### src/sis_alu.sv
// Purpose : Shared constants and the datapath for the skip and set instruction group
// Assumes : Operand byte is the data memory byte already read for the current instruction
// Notes   : The datapath is purely combinational; the executor registers every result

`timescale 1ns/1ps

package sis_pkg;

	// Instruction kinds handed over by the decode stage
	typedef enum logic [2:0] {
		SIS_OP_NONE      = 3'h0,
		SIS_OP_DEC_ACC   = 3'h1,
		SIS_OP_DEC_MEM   = 3'h2,
		SIS_OP_INC_MEM   = 3'h3,
		SIS_OP_INC_ACC   = 3'h4,
		SIS_OP_SET_ALL   = 3'h5,
		SIS_OP_SET_BIT   = 3'h6,
		SIS_OP_SKIP_BIT  = 3'h7
	} sis_op_e;

	// Executor states, one-hot
	typedef enum logic [1:0] {
		SIS_ST_EXEC  = 2'h1,
		SIS_ST_DUMMY = 2'h2
	} sis_state_e;

	localparam int          SIS_DATA_W   = 8;
	localparam int          SIS_ADDR_W   = 8;
	localparam int          SIS_BIT_W    = 3;
	localparam logic [7:0]  SIS_ACC_RST  = 8'h00;
	localparam logic [7:0]  SIS_ADDR_RST = 8'h00;
	localparam logic [7:0]  SIS_WDAT_RST = 8'h00;
	localparam logic [7:0]  SIS_ALL_ONES = 8'hff;
	localparam logic [7:0]  SIS_ONE      = 8'h01;
	localparam logic [7:0]  SIS_ZERO     = 8'h00;

endpackage

module sis_alu (
	input  wire sis_pkg::sis_op_e op,
	input  wire logic [7:0]       operand,
	input  wire logic [2:0]       bit_sel,
	output logic      [7:0]       result,
	output logic                  wr_mem,
	output logic                  wr_acc,
	output logic                  skip
);

	logic [7:0] dec_val;
	logic [7:0] inc_val;
	logic [7:0] bit_mask;

	// Shared adders and the bit mask
	assign dec_val  = 8'(operand - sis_pkg::SIS_ONE);
	assign inc_val  = 8'(operand + sis_pkg::SIS_ONE);
	assign bit_mask = 8'(sis_pkg::SIS_ONE << bit_sel);

	// Result, destination and skip decision per instruction kind
	always_comb begin
		result = operand;
		wr_mem = 1'b0;
		wr_acc = 1'b0;
		skip   = 1'b0;
		case (op)
			sis_pkg::SIS_OP_DEC_ACC: begin
				result = dec_val;
				wr_acc = 1'b1;
				skip   = (dec_val == sis_pkg::SIS_ZERO);
			end
			sis_pkg::SIS_OP_DEC_MEM: begin
				result = dec_val;
				wr_mem = 1'b1;
				skip   = (dec_val == sis_pkg::SIS_ZERO);
			end
			sis_pkg::SIS_OP_INC_MEM: begin
				result = inc_val;
				wr_mem = 1'b1;
				skip   = (inc_val == sis_pkg::SIS_ZERO);
			end
			sis_pkg::SIS_OP_INC_ACC: begin
				result = inc_val;
				wr_acc = 1'b1;
				skip   = (inc_val == sis_pkg::SIS_ZERO);
			end
			sis_pkg::SIS_OP_SET_ALL: begin
				result = sis_pkg::SIS_ALL_ONES;
				wr_mem = 1'b1;
			end
			sis_pkg::SIS_OP_SET_BIT: begin
				result = operand | bit_mask;
				wr_mem = 1'b1;
			end
			sis_pkg::SIS_OP_SKIP_BIT: begin
				skip = ((operand & bit_mask) != sis_pkg::SIS_ZERO);
			end
			default: begin
				result = operand;
			end
		endcase
	end

endmodule

### src/sis_exec.sv
// Purpose : Executes the skip and set instruction group between decode and data memory
// Assumes : Decode presents one instruction per cycle with its operand byte already read
// Notes   : A skip replaces the next fetched instruction by a dummy cycle
//           Every output is registered, so results show one cycle after an instruction is taken
//           The checks sit beside the logic that they guard
//
// How it works
// - Decrement to accumulator, memory byte untouched
// - Decrement to accumulator skips when result zero
// - Skip inserts one dummy cycle, two total
// - Nonzero test result runs next instruction normally
// - Set all writes all ones to memory
// - Set bit forces one bit, others kept
// - Increment memory, write back, skip on zero
// - Increment to accumulator, skip on zero
// - Bit test skips when selected bit set
// - No status flag changes for this group
// - Decrement memory, write back, skip on zero

`timescale 1ns/1ps

module sis_exec (
	input  wire logic             clk,
	input  wire logic             rst,
	input  wire logic             op_valid,
	input  wire sis_pkg::sis_op_e op,
	input  wire logic [7:0]       op_addr,
	input  wire logic [2:0]       op_bit,
	input  wire logic [7:0]       mem_rdata,
	output logic                  mem_we,
	output logic      [7:0]       mem_waddr,
	output logic      [7:0]       mem_wdata,
	output logic      [7:0]       accumulator,
	output logic                  squash,
	output logic                  flags_we,
	output logic                  op_done
);

	sis_pkg::sis_state_e state_reg;
	sis_pkg::sis_state_e state_next;

	logic       mem_we_reg;
	logic [7:0] mem_waddr_reg;
	logic [7:0] mem_wdata_reg;
	logic [7:0] accumulator_reg;
	logic       squash_reg;
	logic       flags_we_reg;
	logic       op_done_reg;

	logic [7:0] alu_result;
	logic       alu_wr_mem;
	logic       alu_wr_acc;
	logic       alu_skip;
	logic       go;
	logic       acc_form;
	logic       mem_form;

	// An instruction runs only outside a dummy slot
	assign go = op_valid && (state_reg == sis_pkg::SIS_ST_EXEC);

	// Instruction classes used by the checks below
	assign acc_form = (op == sis_pkg::SIS_OP_DEC_ACC) || (op == sis_pkg::SIS_OP_INC_ACC);
	assign mem_form = (op == sis_pkg::SIS_OP_DEC_MEM) || (op == sis_pkg::SIS_OP_INC_MEM)
		|| (op == sis_pkg::SIS_OP_SET_ALL) || (op == sis_pkg::SIS_OP_SET_BIT);

	// Datapath for the whole group
	sis_alu u_alu (
		.op      (op),
		.operand (mem_rdata),
		.bit_sel (op_bit),
		.result  (alu_result),
		.wr_mem  (alu_wr_mem),
		.wr_acc  (alu_wr_acc),
		.skip    (alu_skip)
	);

	// Next state: a met skip turns the following slot into a dummy
	always_comb begin
		state_next = state_reg;
		case (state_reg)
			sis_pkg::SIS_ST_EXEC: begin
				if (go && alu_skip) begin
					state_next = sis_pkg::SIS_ST_DUMMY;
				end else begin
					state_next = sis_pkg::SIS_ST_EXEC;
				end
			end
			sis_pkg::SIS_ST_DUMMY: begin
				state_next = sis_pkg::SIS_ST_EXEC;         // Dummy lasts one cycle
			end
			default: begin
				state_next = sis_pkg::SIS_ST_EXEC;
			end
		endcase
	end

	// State register
	always_ff @(posedge clk) begin
		if (rst) begin
			state_reg <= sis_pkg::SIS_ST_EXEC;
		end else begin
			state_reg <= state_next;
		end
	end

	// Squash flag, high during the dummy slot that replaces the next fetch
	always_ff @(posedge clk) begin
		if (rst) begin
			squash_reg <= 1'b0;
		end else begin
			squash_reg <= (state_next == sis_pkg::SIS_ST_DUMMY);
		end
	end

	// Data memory write port; the squashed slot never writes
	always_ff @(posedge clk) begin
		if (rst) begin
			mem_we_reg    <= 1'b0;
			mem_waddr_reg <= sis_pkg::SIS_ADDR_RST;
			mem_wdata_reg <= sis_pkg::SIS_WDAT_RST;
		end else begin
			mem_we_reg <= go && alu_wr_mem;
			if (go && alu_wr_mem) begin
				mem_waddr_reg <= op_addr;
				mem_wdata_reg <= alu_result;
			end
		end
	end

	// Accumulator, loaded only by the to-accumulator forms
	always_ff @(posedge clk) begin
		if (rst) begin
			accumulator_reg <= sis_pkg::SIS_ACC_RST;
		end else if (go && alu_wr_acc) begin
			accumulator_reg <= alu_result;
		end
	end

	// Status flags are never written by this group
	always_ff @(posedge clk) begin
		if (rst) begin
			flags_we_reg <= 1'b0;
		end else begin
			flags_we_reg <= 1'b0;
		end
	end

	// Completion pulse for each instruction actually executed
	always_ff @(posedge clk) begin
		if (rst) begin
			op_done_reg <= 1'b0;
		end else begin
			op_done_reg <= go && (op != sis_pkg::SIS_OP_NONE);
		end
	end

	// Outputs straight from flip-flops
	assign mem_we      = mem_we_reg;
	assign mem_waddr   = mem_waddr_reg;
	assign mem_wdata   = mem_wdata_reg;
	assign accumulator = accumulator_reg;
	assign squash      = squash_reg;
	assign flags_we    = flags_we_reg;
	assign op_done     = op_done_reg;

	// Decrement to accumulator loads operand minus one, no memory write
	a_dec_acc_value: assert property (@(posedge clk) disable iff (rst)
		(go && op == sis_pkg::SIS_OP_DEC_ACC)
		|=> (accumulator == 8'($past(mem_rdata) - 8'h01)) && !mem_we)
		else $error("decrement to accumulator result wrong");

	// Decrement to accumulator skips exactly when the operand was one
	a_dec_acc_skip: assert property (@(posedge clk) disable iff (rst)
		(go && op == sis_pkg::SIS_OP_DEC_ACC)
		|=> (squash == ($past(mem_rdata) == 8'h01)))
		else $error("decrement to accumulator skip wrong");

	// A dummy slot lasts one cycle and is followed by a live slot
	a_dummy_one_slot: assert property (@(posedge clk) disable iff (rst)
		squash |=> !squash)
		else $error("dummy slot longer than one cycle");

	// No dummy when the skip test fails
	a_no_skip_live: assert property (@(posedge clk) disable iff (rst)
		(go && !alu_skip) |=> !squash)
		else $error("dummy inserted without a skip");

	// Set all writes all ones to the addressed byte
	a_set_all_ones: assert property (@(posedge clk) disable iff (rst)
		(go && op == sis_pkg::SIS_OP_SET_ALL)
		|=> mem_we && (mem_wdata == 8'hff) && (mem_waddr == $past(op_addr)) && !squash)
		else $error("set all wrote wrong value");

	// Set bit forces only the chosen bit
	a_set_one_bit: assert property (@(posedge clk) disable iff (rst)
		(go && op == sis_pkg::SIS_OP_SET_BIT)
		|=> mem_we && (mem_wdata == ($past(mem_rdata) | 8'(8'h01 << $past(op_bit)))))
		else $error("set bit wrote wrong value");

	// Increment to memory writes back and skips on wrap to zero
	a_inc_mem_skip: assert property (@(posedge clk) disable iff (rst)
		(go && op == sis_pkg::SIS_OP_INC_MEM)
		|=> mem_we && (mem_wdata == 8'($past(mem_rdata) + 8'h01))
		&& (squash == ($past(mem_rdata) == 8'hff)))
		else $error("increment to memory wrong");

	// Increment to accumulator leaves memory alone and skips on zero
	a_inc_acc_skip: assert property (@(posedge clk) disable iff (rst)
		(go && op == sis_pkg::SIS_OP_INC_ACC)
		|=> !mem_we && (accumulator == 8'($past(mem_rdata) + 8'h01))
		&& (squash == (accumulator == 8'h00)))
		else $error("increment to accumulator wrong");

	// Bit test skips exactly when the chosen bit is set
	a_bit_test_skip: assert property (@(posedge clk) disable iff (rst)
		(go && op == sis_pkg::SIS_OP_SKIP_BIT)
		|=> !mem_we && (squash == $past(mem_rdata[op_bit])))
		else $error("bit test skip wrong");

	// Flags are never written
	a_flags_kept: assert property (@(posedge clk) disable iff (rst)
		!flags_we)
		else $error("status flags written");

	// Decrement to memory writes back and skips on zero
	a_dec_mem_skip: assert property (@(posedge clk) disable iff (rst)
		(go && op == sis_pkg::SIS_OP_DEC_MEM)
		|=> mem_we && (mem_wdata == 8'($past(mem_rdata) - 8'h01))
		&& (squash == ($past(mem_rdata) == 8'h01)))
		else $error("decrement to memory wrong");

	// The squashed instruction changes neither memory nor accumulator
	a_squash_is_nop: assert property (@(posedge clk) disable iff (rst)
		squash |=> !mem_we && $stable(accumulator) && !op_done)
		else $error("squashed instruction had an effect");

	// Every executed instruction other than none gives a completion pulse
	a_done_follows_op: assert property (@(posedge clk) disable iff (rst)
		(go && op != sis_pkg::SIS_OP_NONE) |=> op_done)
		else $error("completion pulse missing");

	// No completion pulse without an executed instruction
	a_done_needs_op: assert property (@(posedge clk) disable iff (rst)
		!(go && op != sis_pkg::SIS_OP_NONE) |=> !op_done)
		else $error("completion pulse without an instruction");

	// Only the two accumulator forms may change the accumulator
	a_acc_only_acc: assert property (@(posedge clk) disable iff (rst)
		!(go && acc_form) |=> $stable(accumulator))
		else $error("accumulator changed by another instruction");

	// Only the memory forms may write memory
	a_mem_only_mem: assert property (@(posedge clk) disable iff (rst)
		!(go && mem_form) |=> !mem_we)
		else $error("memory written by a non-writing instruction");

	// Memory forms write back to the operand address
	a_mem_form_addr: assert property (@(posedge clk) disable iff (rst)
		(go && mem_form) |=> mem_we && (mem_waddr == $past(op_addr)))
		else $error("memory write address wrong");

	// The set forms never skip
	a_set_never_skips: assert property (@(posedge clk) disable iff (rst)
		(go && (op == sis_pkg::SIS_OP_SET_ALL || op == sis_pkg::SIS_OP_SET_BIT))
		|=> !squash)
		else $error("set instruction skipped");

	// The write port holds address and data between writes
	a_wport_held: assert property (@(posedge clk) disable iff (rst)
		(!mem_we && !$past(rst))
		|-> ($stable(mem_waddr) && $stable(mem_wdata)))
		else $error("write port moved without a write");

	// State stays one-hot and the squash output mirrors the dummy state
	a_state_onehot: assert property (@(posedge clk) disable iff (rst)
		$onehot(state_reg) && (squash == (state_reg == sis_pkg::SIS_ST_DUMMY)))
		else $error("state and squash disagree");

	// A dummy slot only ever follows a met skip
	a_skip_needs_go: assert property (@(posedge clk) disable iff (rst)
		squash |-> $past(go && alu_skip))
		else $error("dummy slot without a skip");

	// An empty instruction has no effect at all
	a_none_no_effect: assert property (@(posedge clk) disable iff (rst)
		(go && op == sis_pkg::SIS_OP_NONE)
		|=> !mem_we && !squash && !op_done)
		else $error("empty instruction had an effect");

	// Decrement to accumulator leaves the memory write port alone
	a_dec_acc_mem_kept: assert property (@(posedge clk) disable iff (rst)
		(go && op == sis_pkg::SIS_OP_DEC_ACC)
		|=> $stable(mem_waddr) && $stable(mem_wdata))
		else $error("decrement to accumulator touched memory");

	// Increment to accumulator leaves the memory write port alone
	a_inc_acc_mem_kept: assert property (@(posedge clk) disable iff (rst)
		(go && op == sis_pkg::SIS_OP_INC_ACC)
		|=> $stable(mem_waddr) && $stable(mem_wdata))
		else $error("increment to accumulator touched memory");

	// Bit test leaves the accumulator and completes
	a_bit_test_quiet: assert property (@(posedge clk) disable iff (rst)
		(go && op == sis_pkg::SIS_OP_SKIP_BIT) |=> $stable(accumulator) && op_done)
		else $error("bit test changed the accumulator");

endmodule

### config.mk
export PLATFORM = sky130hd
export DESIGN_NAME = sis_exec
export DESIGN_NICKNAME = d
export VERILOG_FILES = /design/src/sis_alu.sv /design/src/sis_exec.sv
export SDC_FILE = /design/constraint.sdc
export NUM_CORES = 1
export LEC_CHECK = 0
export ABC_CLOCK_PERIOD_IN_PS = 1800
export BUFFER_PORTS_ARGS = -buffer_cell sky130_fd_sc_hd__buf_2
export CAP_MARGIN = 20
export CORE_MARGIN = 8
export CORE_UTILIZATION = 30
export DETAILED_ROUTE_END_ITERATION = 12
export GPL_TIMING_DRIVEN = 0
export SETUP_SLACK_MARGIN = 0.2
export SYNTH_ARGS = -nofsm -noshare
export SYNTH_HDL_FRONTEND = slang
export SYNTH_SLANG_ARGS = --single-unit
export TNS_END_PERCENT = 5
### constraint.sdc
create_clock -name clk -period 1.8 [get_ports clk]
set_clock_uncertainty 0.05 [all_clocks]
set_input_delay 0.18 -clock clk [delete_from_list [all_inputs] [get_ports clk]]
set_output_delay 0.18 -clock clk [all_outputs]
set_load 0.05 [all_outputs]
==> results.md <==
- Arrival time worst endpoint: 1870 ps
- Post-synth top flop: dfxtp_1
- Synth Net Count: 323
- Total CTS buffers: 3
- Core ar.: 7100 µm²
- Share of post-route cells with drive strength above 1: 30.3%
- Starting density of the core: 30.2%
- Bufs on Longest Clock Path: 2
- Initial DRC Count: 265
- CTS tree: done
- Diodes inserted: 0
- Register clock-pin slew on the reported worst setup and hold paths: 100 ps
- Filler Cell Count: 758
- Number of synthesized flops with an enable pin: 0
- Count of final setup violators: 0
- Async SR Flop Fraction: 0%
- Fmax: 0.585 GHz
- DRT Pass-1 Iters: 5
- Tmin final: 1710 ps
- Hold depth: 3
- Worst path max stage delay: 480 ps
- Worst relative slew slack: 61.9%
- Leading cell type in the layout, fill and taps excluded: buf_2
- Total congestion overflow: 0
- Die Height: 101 µm
- Largest net degree at the start of global routing: 17
- Slew Limit Fails: 0
- Distinct cells, synth: 60
- Static Leak: 1.10 nW
- Worst-path maximum fanout: 4
- Number of warnings issued by yosys: 0
- Final Hold Vio Count: 0
- DP HPWL: 5610 µm
- Synth Register Bits: 28
- # H-tree levels: 1
- # port buffers: 43
- Gpl congestion: 0.926
- Worst path cell trace: buf_8 -> buf_6 -> inv_4 -> ha_4 -> buf_6 -> or4b_4 -> nor2_4 -> a311oi_2 -> a31oi_2 -> buf_4 -> nor2_2 -> o21ai_1
- Area Growth Syn to Fin: 30.0%
- Max Cap Viol: 0
- Drt via density: 5.57
- Nets: 380
- Status: finished clean
- Fin crit share: 95.0%
- # clock sinks: 28
- Sequential-to-total area share from yosys stat: 26.1%
- RSZ-0062 raised after global routing: true
- Cell mode on critical path: buf_6
- Worst Tran Pin Value: 557 ps
- Residual DRC: 0
- Ports: 53
- Die width: 101 µm
- Row count: 31
- CP required: 1960 ps
- Clock latency on the worst-skew pair: 270 ps
- First-pass GRT wire length: 12000 µm
- Vias in the first global route: 2307
- DRT Wirelength: 7440 µm
- Global Route Usage Sum: 14.5%
- CTS Hold Bufs: 0
- Initial antenna violation count: 0
- CP Launch Type: primary input
- Most frequent cells in the layout: buf_2, nand2_1, nor2_1, dfxtp_1, a21oi_1
- Crit Path Category: primary input to flop
- Root buf cell: clkbuf_8
- Synth Instances: 294
- Worst setup EP type: flop
- DR vias: 2500
- Final ANT Viol Nets: 0
- Slowest cell on crit path: or4b_4
- R2r worst-path depth: 6
- Die area: 10100 µm²
- Peak VDD IR: 0.296 mV
- Hold Crit Class: primary input to flop
- Synthesized area: 2150 µm²
- Avg Cell Area, Syn: 7.30 µm²
- Fin Setup TNS: 0 ps
- DR WL/cell: 16.6 µm
- P per Cell Area: 625 nW/µm²
- Finished Core Util: 39.3%
[area by class of cell]
| type | count | area, µm² | share of cell area [%] |
|---|---|---|---|
| plain buffers | 30 | 184 | 6.59 |
| inverters | 7 | 35.0 | 1.26 |
| flip-flops and latches | 28 | 564 | 20.2 |
| multi-input cells | 229 | 1510 | 54.3 |
| repair buffers | 52 | 303 | 10.9 |
| well taps | 99 | 124 | 4.44 |
| clock buffers | 4 | 66.3 | 2.38 |
[final timing paths]
path / start / endpoint / slack (ps)
max: mem_rdata[0] / mem_wdata[6] / 90
min: op_addr[7] / mem_waddr[7] / 80
max reg2reg: state_reg[1] / state_reg[0] / 140
min reg2reg: mem_waddr[7] / mem_waddr[7] / 410
[critical path: cells and delay by family]
family	cells	cell delay (ps)
AO/OA/AOI/OAI	3	400
adder cells (fa/ha/maj)	1	120
buffers and inverters	5	490
AND/OR/NAND/NOR	3	670
[what timing repair did]
action,in CTS,in global routing
buffers inserted,7,2
gates resized for setup,17,12
pin swaps,9,10
gates cloned,0,0
hold endpoints to repair,0,0
setup endpoints to repair,25,25
[synth_stat cells, drive strengths merged, types with 3 or more instances]
cell type | count | area (µm²)
nor2 | 34 | 130
a31oi | 6 | 37.5
inv | 6 | 22.5
mux2i | 4 | 40.0
nand2 | 35 | 131
nor3 | 15 | 75.1
a211oi | 9 | 72.6
nand2b | 4 | 25.0
buf | 20 | 114
a221oi | 3 | 26.3
nand4 | 3 | 18.8
a22oi | 5 | 37.5
o21ai | 14 | 70.1
a21oi | 18 | 90.1
or2 | 3 | 18.8
nand3 | 11 | 55.1
clkbuf | 10 | 37.5
dfxtp | 28 | 561
a311oi | 3 | 26.3
nor2b | 3 | 18.8
ha | 4 | 50.1
xnor2 | 5 | 43.8
a2111oi | 3 | 26.3
xor2 | 4 | 35.0
[metal layers]
layer / vias up / part of all wire (%) / GRT usage [%]
met2: 125 / 49 / 24.4
met5: - / 0 / 0
met1: 1179 / 42 / 17.8
li1: 1180 / - / -
met3: 16 / 6.9 / 2.83
met4: 0 / 2.2 / 5.00
[report_power, final]
part / leakage (nW) / total [W] / switching [W] / internal (W)
Combinational: 0.833 / 0.000638 / 0.000428 / 0.000210
Clock: 0.0339 / 0.000434 / 0.000192 / 0.000242
Sequential: 0.230 / 0.000672 / 0.0000164 / 0.000655
Total: 1.10 / 0.00174 / 0.000637 / 0.00111
[metrics by stage]
step / cells / worst slack, ps / cell area (µm²) / total power (W) / hold WS [ps]
final: 449 / 89.9 / 2790 / 0.00174 / 81.8
after global routing: 449 / 53.5 / 2790 / 0.00184 / 76.0
after CTS: 447 / 82.3 / 2730 / 0.00174 / 78.1
after detailed placement: 436 / -490 / 2550 / 0.00128 / 379
after global placement: 436 / -458 / 2550 / 0.00127 / 373
after floorplan: 294 / 78.0 / 2220 / 0.00113 / 266
[cells by family after synthesis]
group,Yosys count,share of synthesized area (%)
flip-flops,28,26.1
multiplexers,6,3.96
adder cells (fa/ha/maj),5,2.80
XOR/XNOR,9,3.67
other,1,0.175
AND/OR/NAND/NOR,126,29.0
AO/OA/AOI/OAI,82,26.0
buffers and inverters,37,8.27
Note: power is estimated with default switching activity, not from simulation.
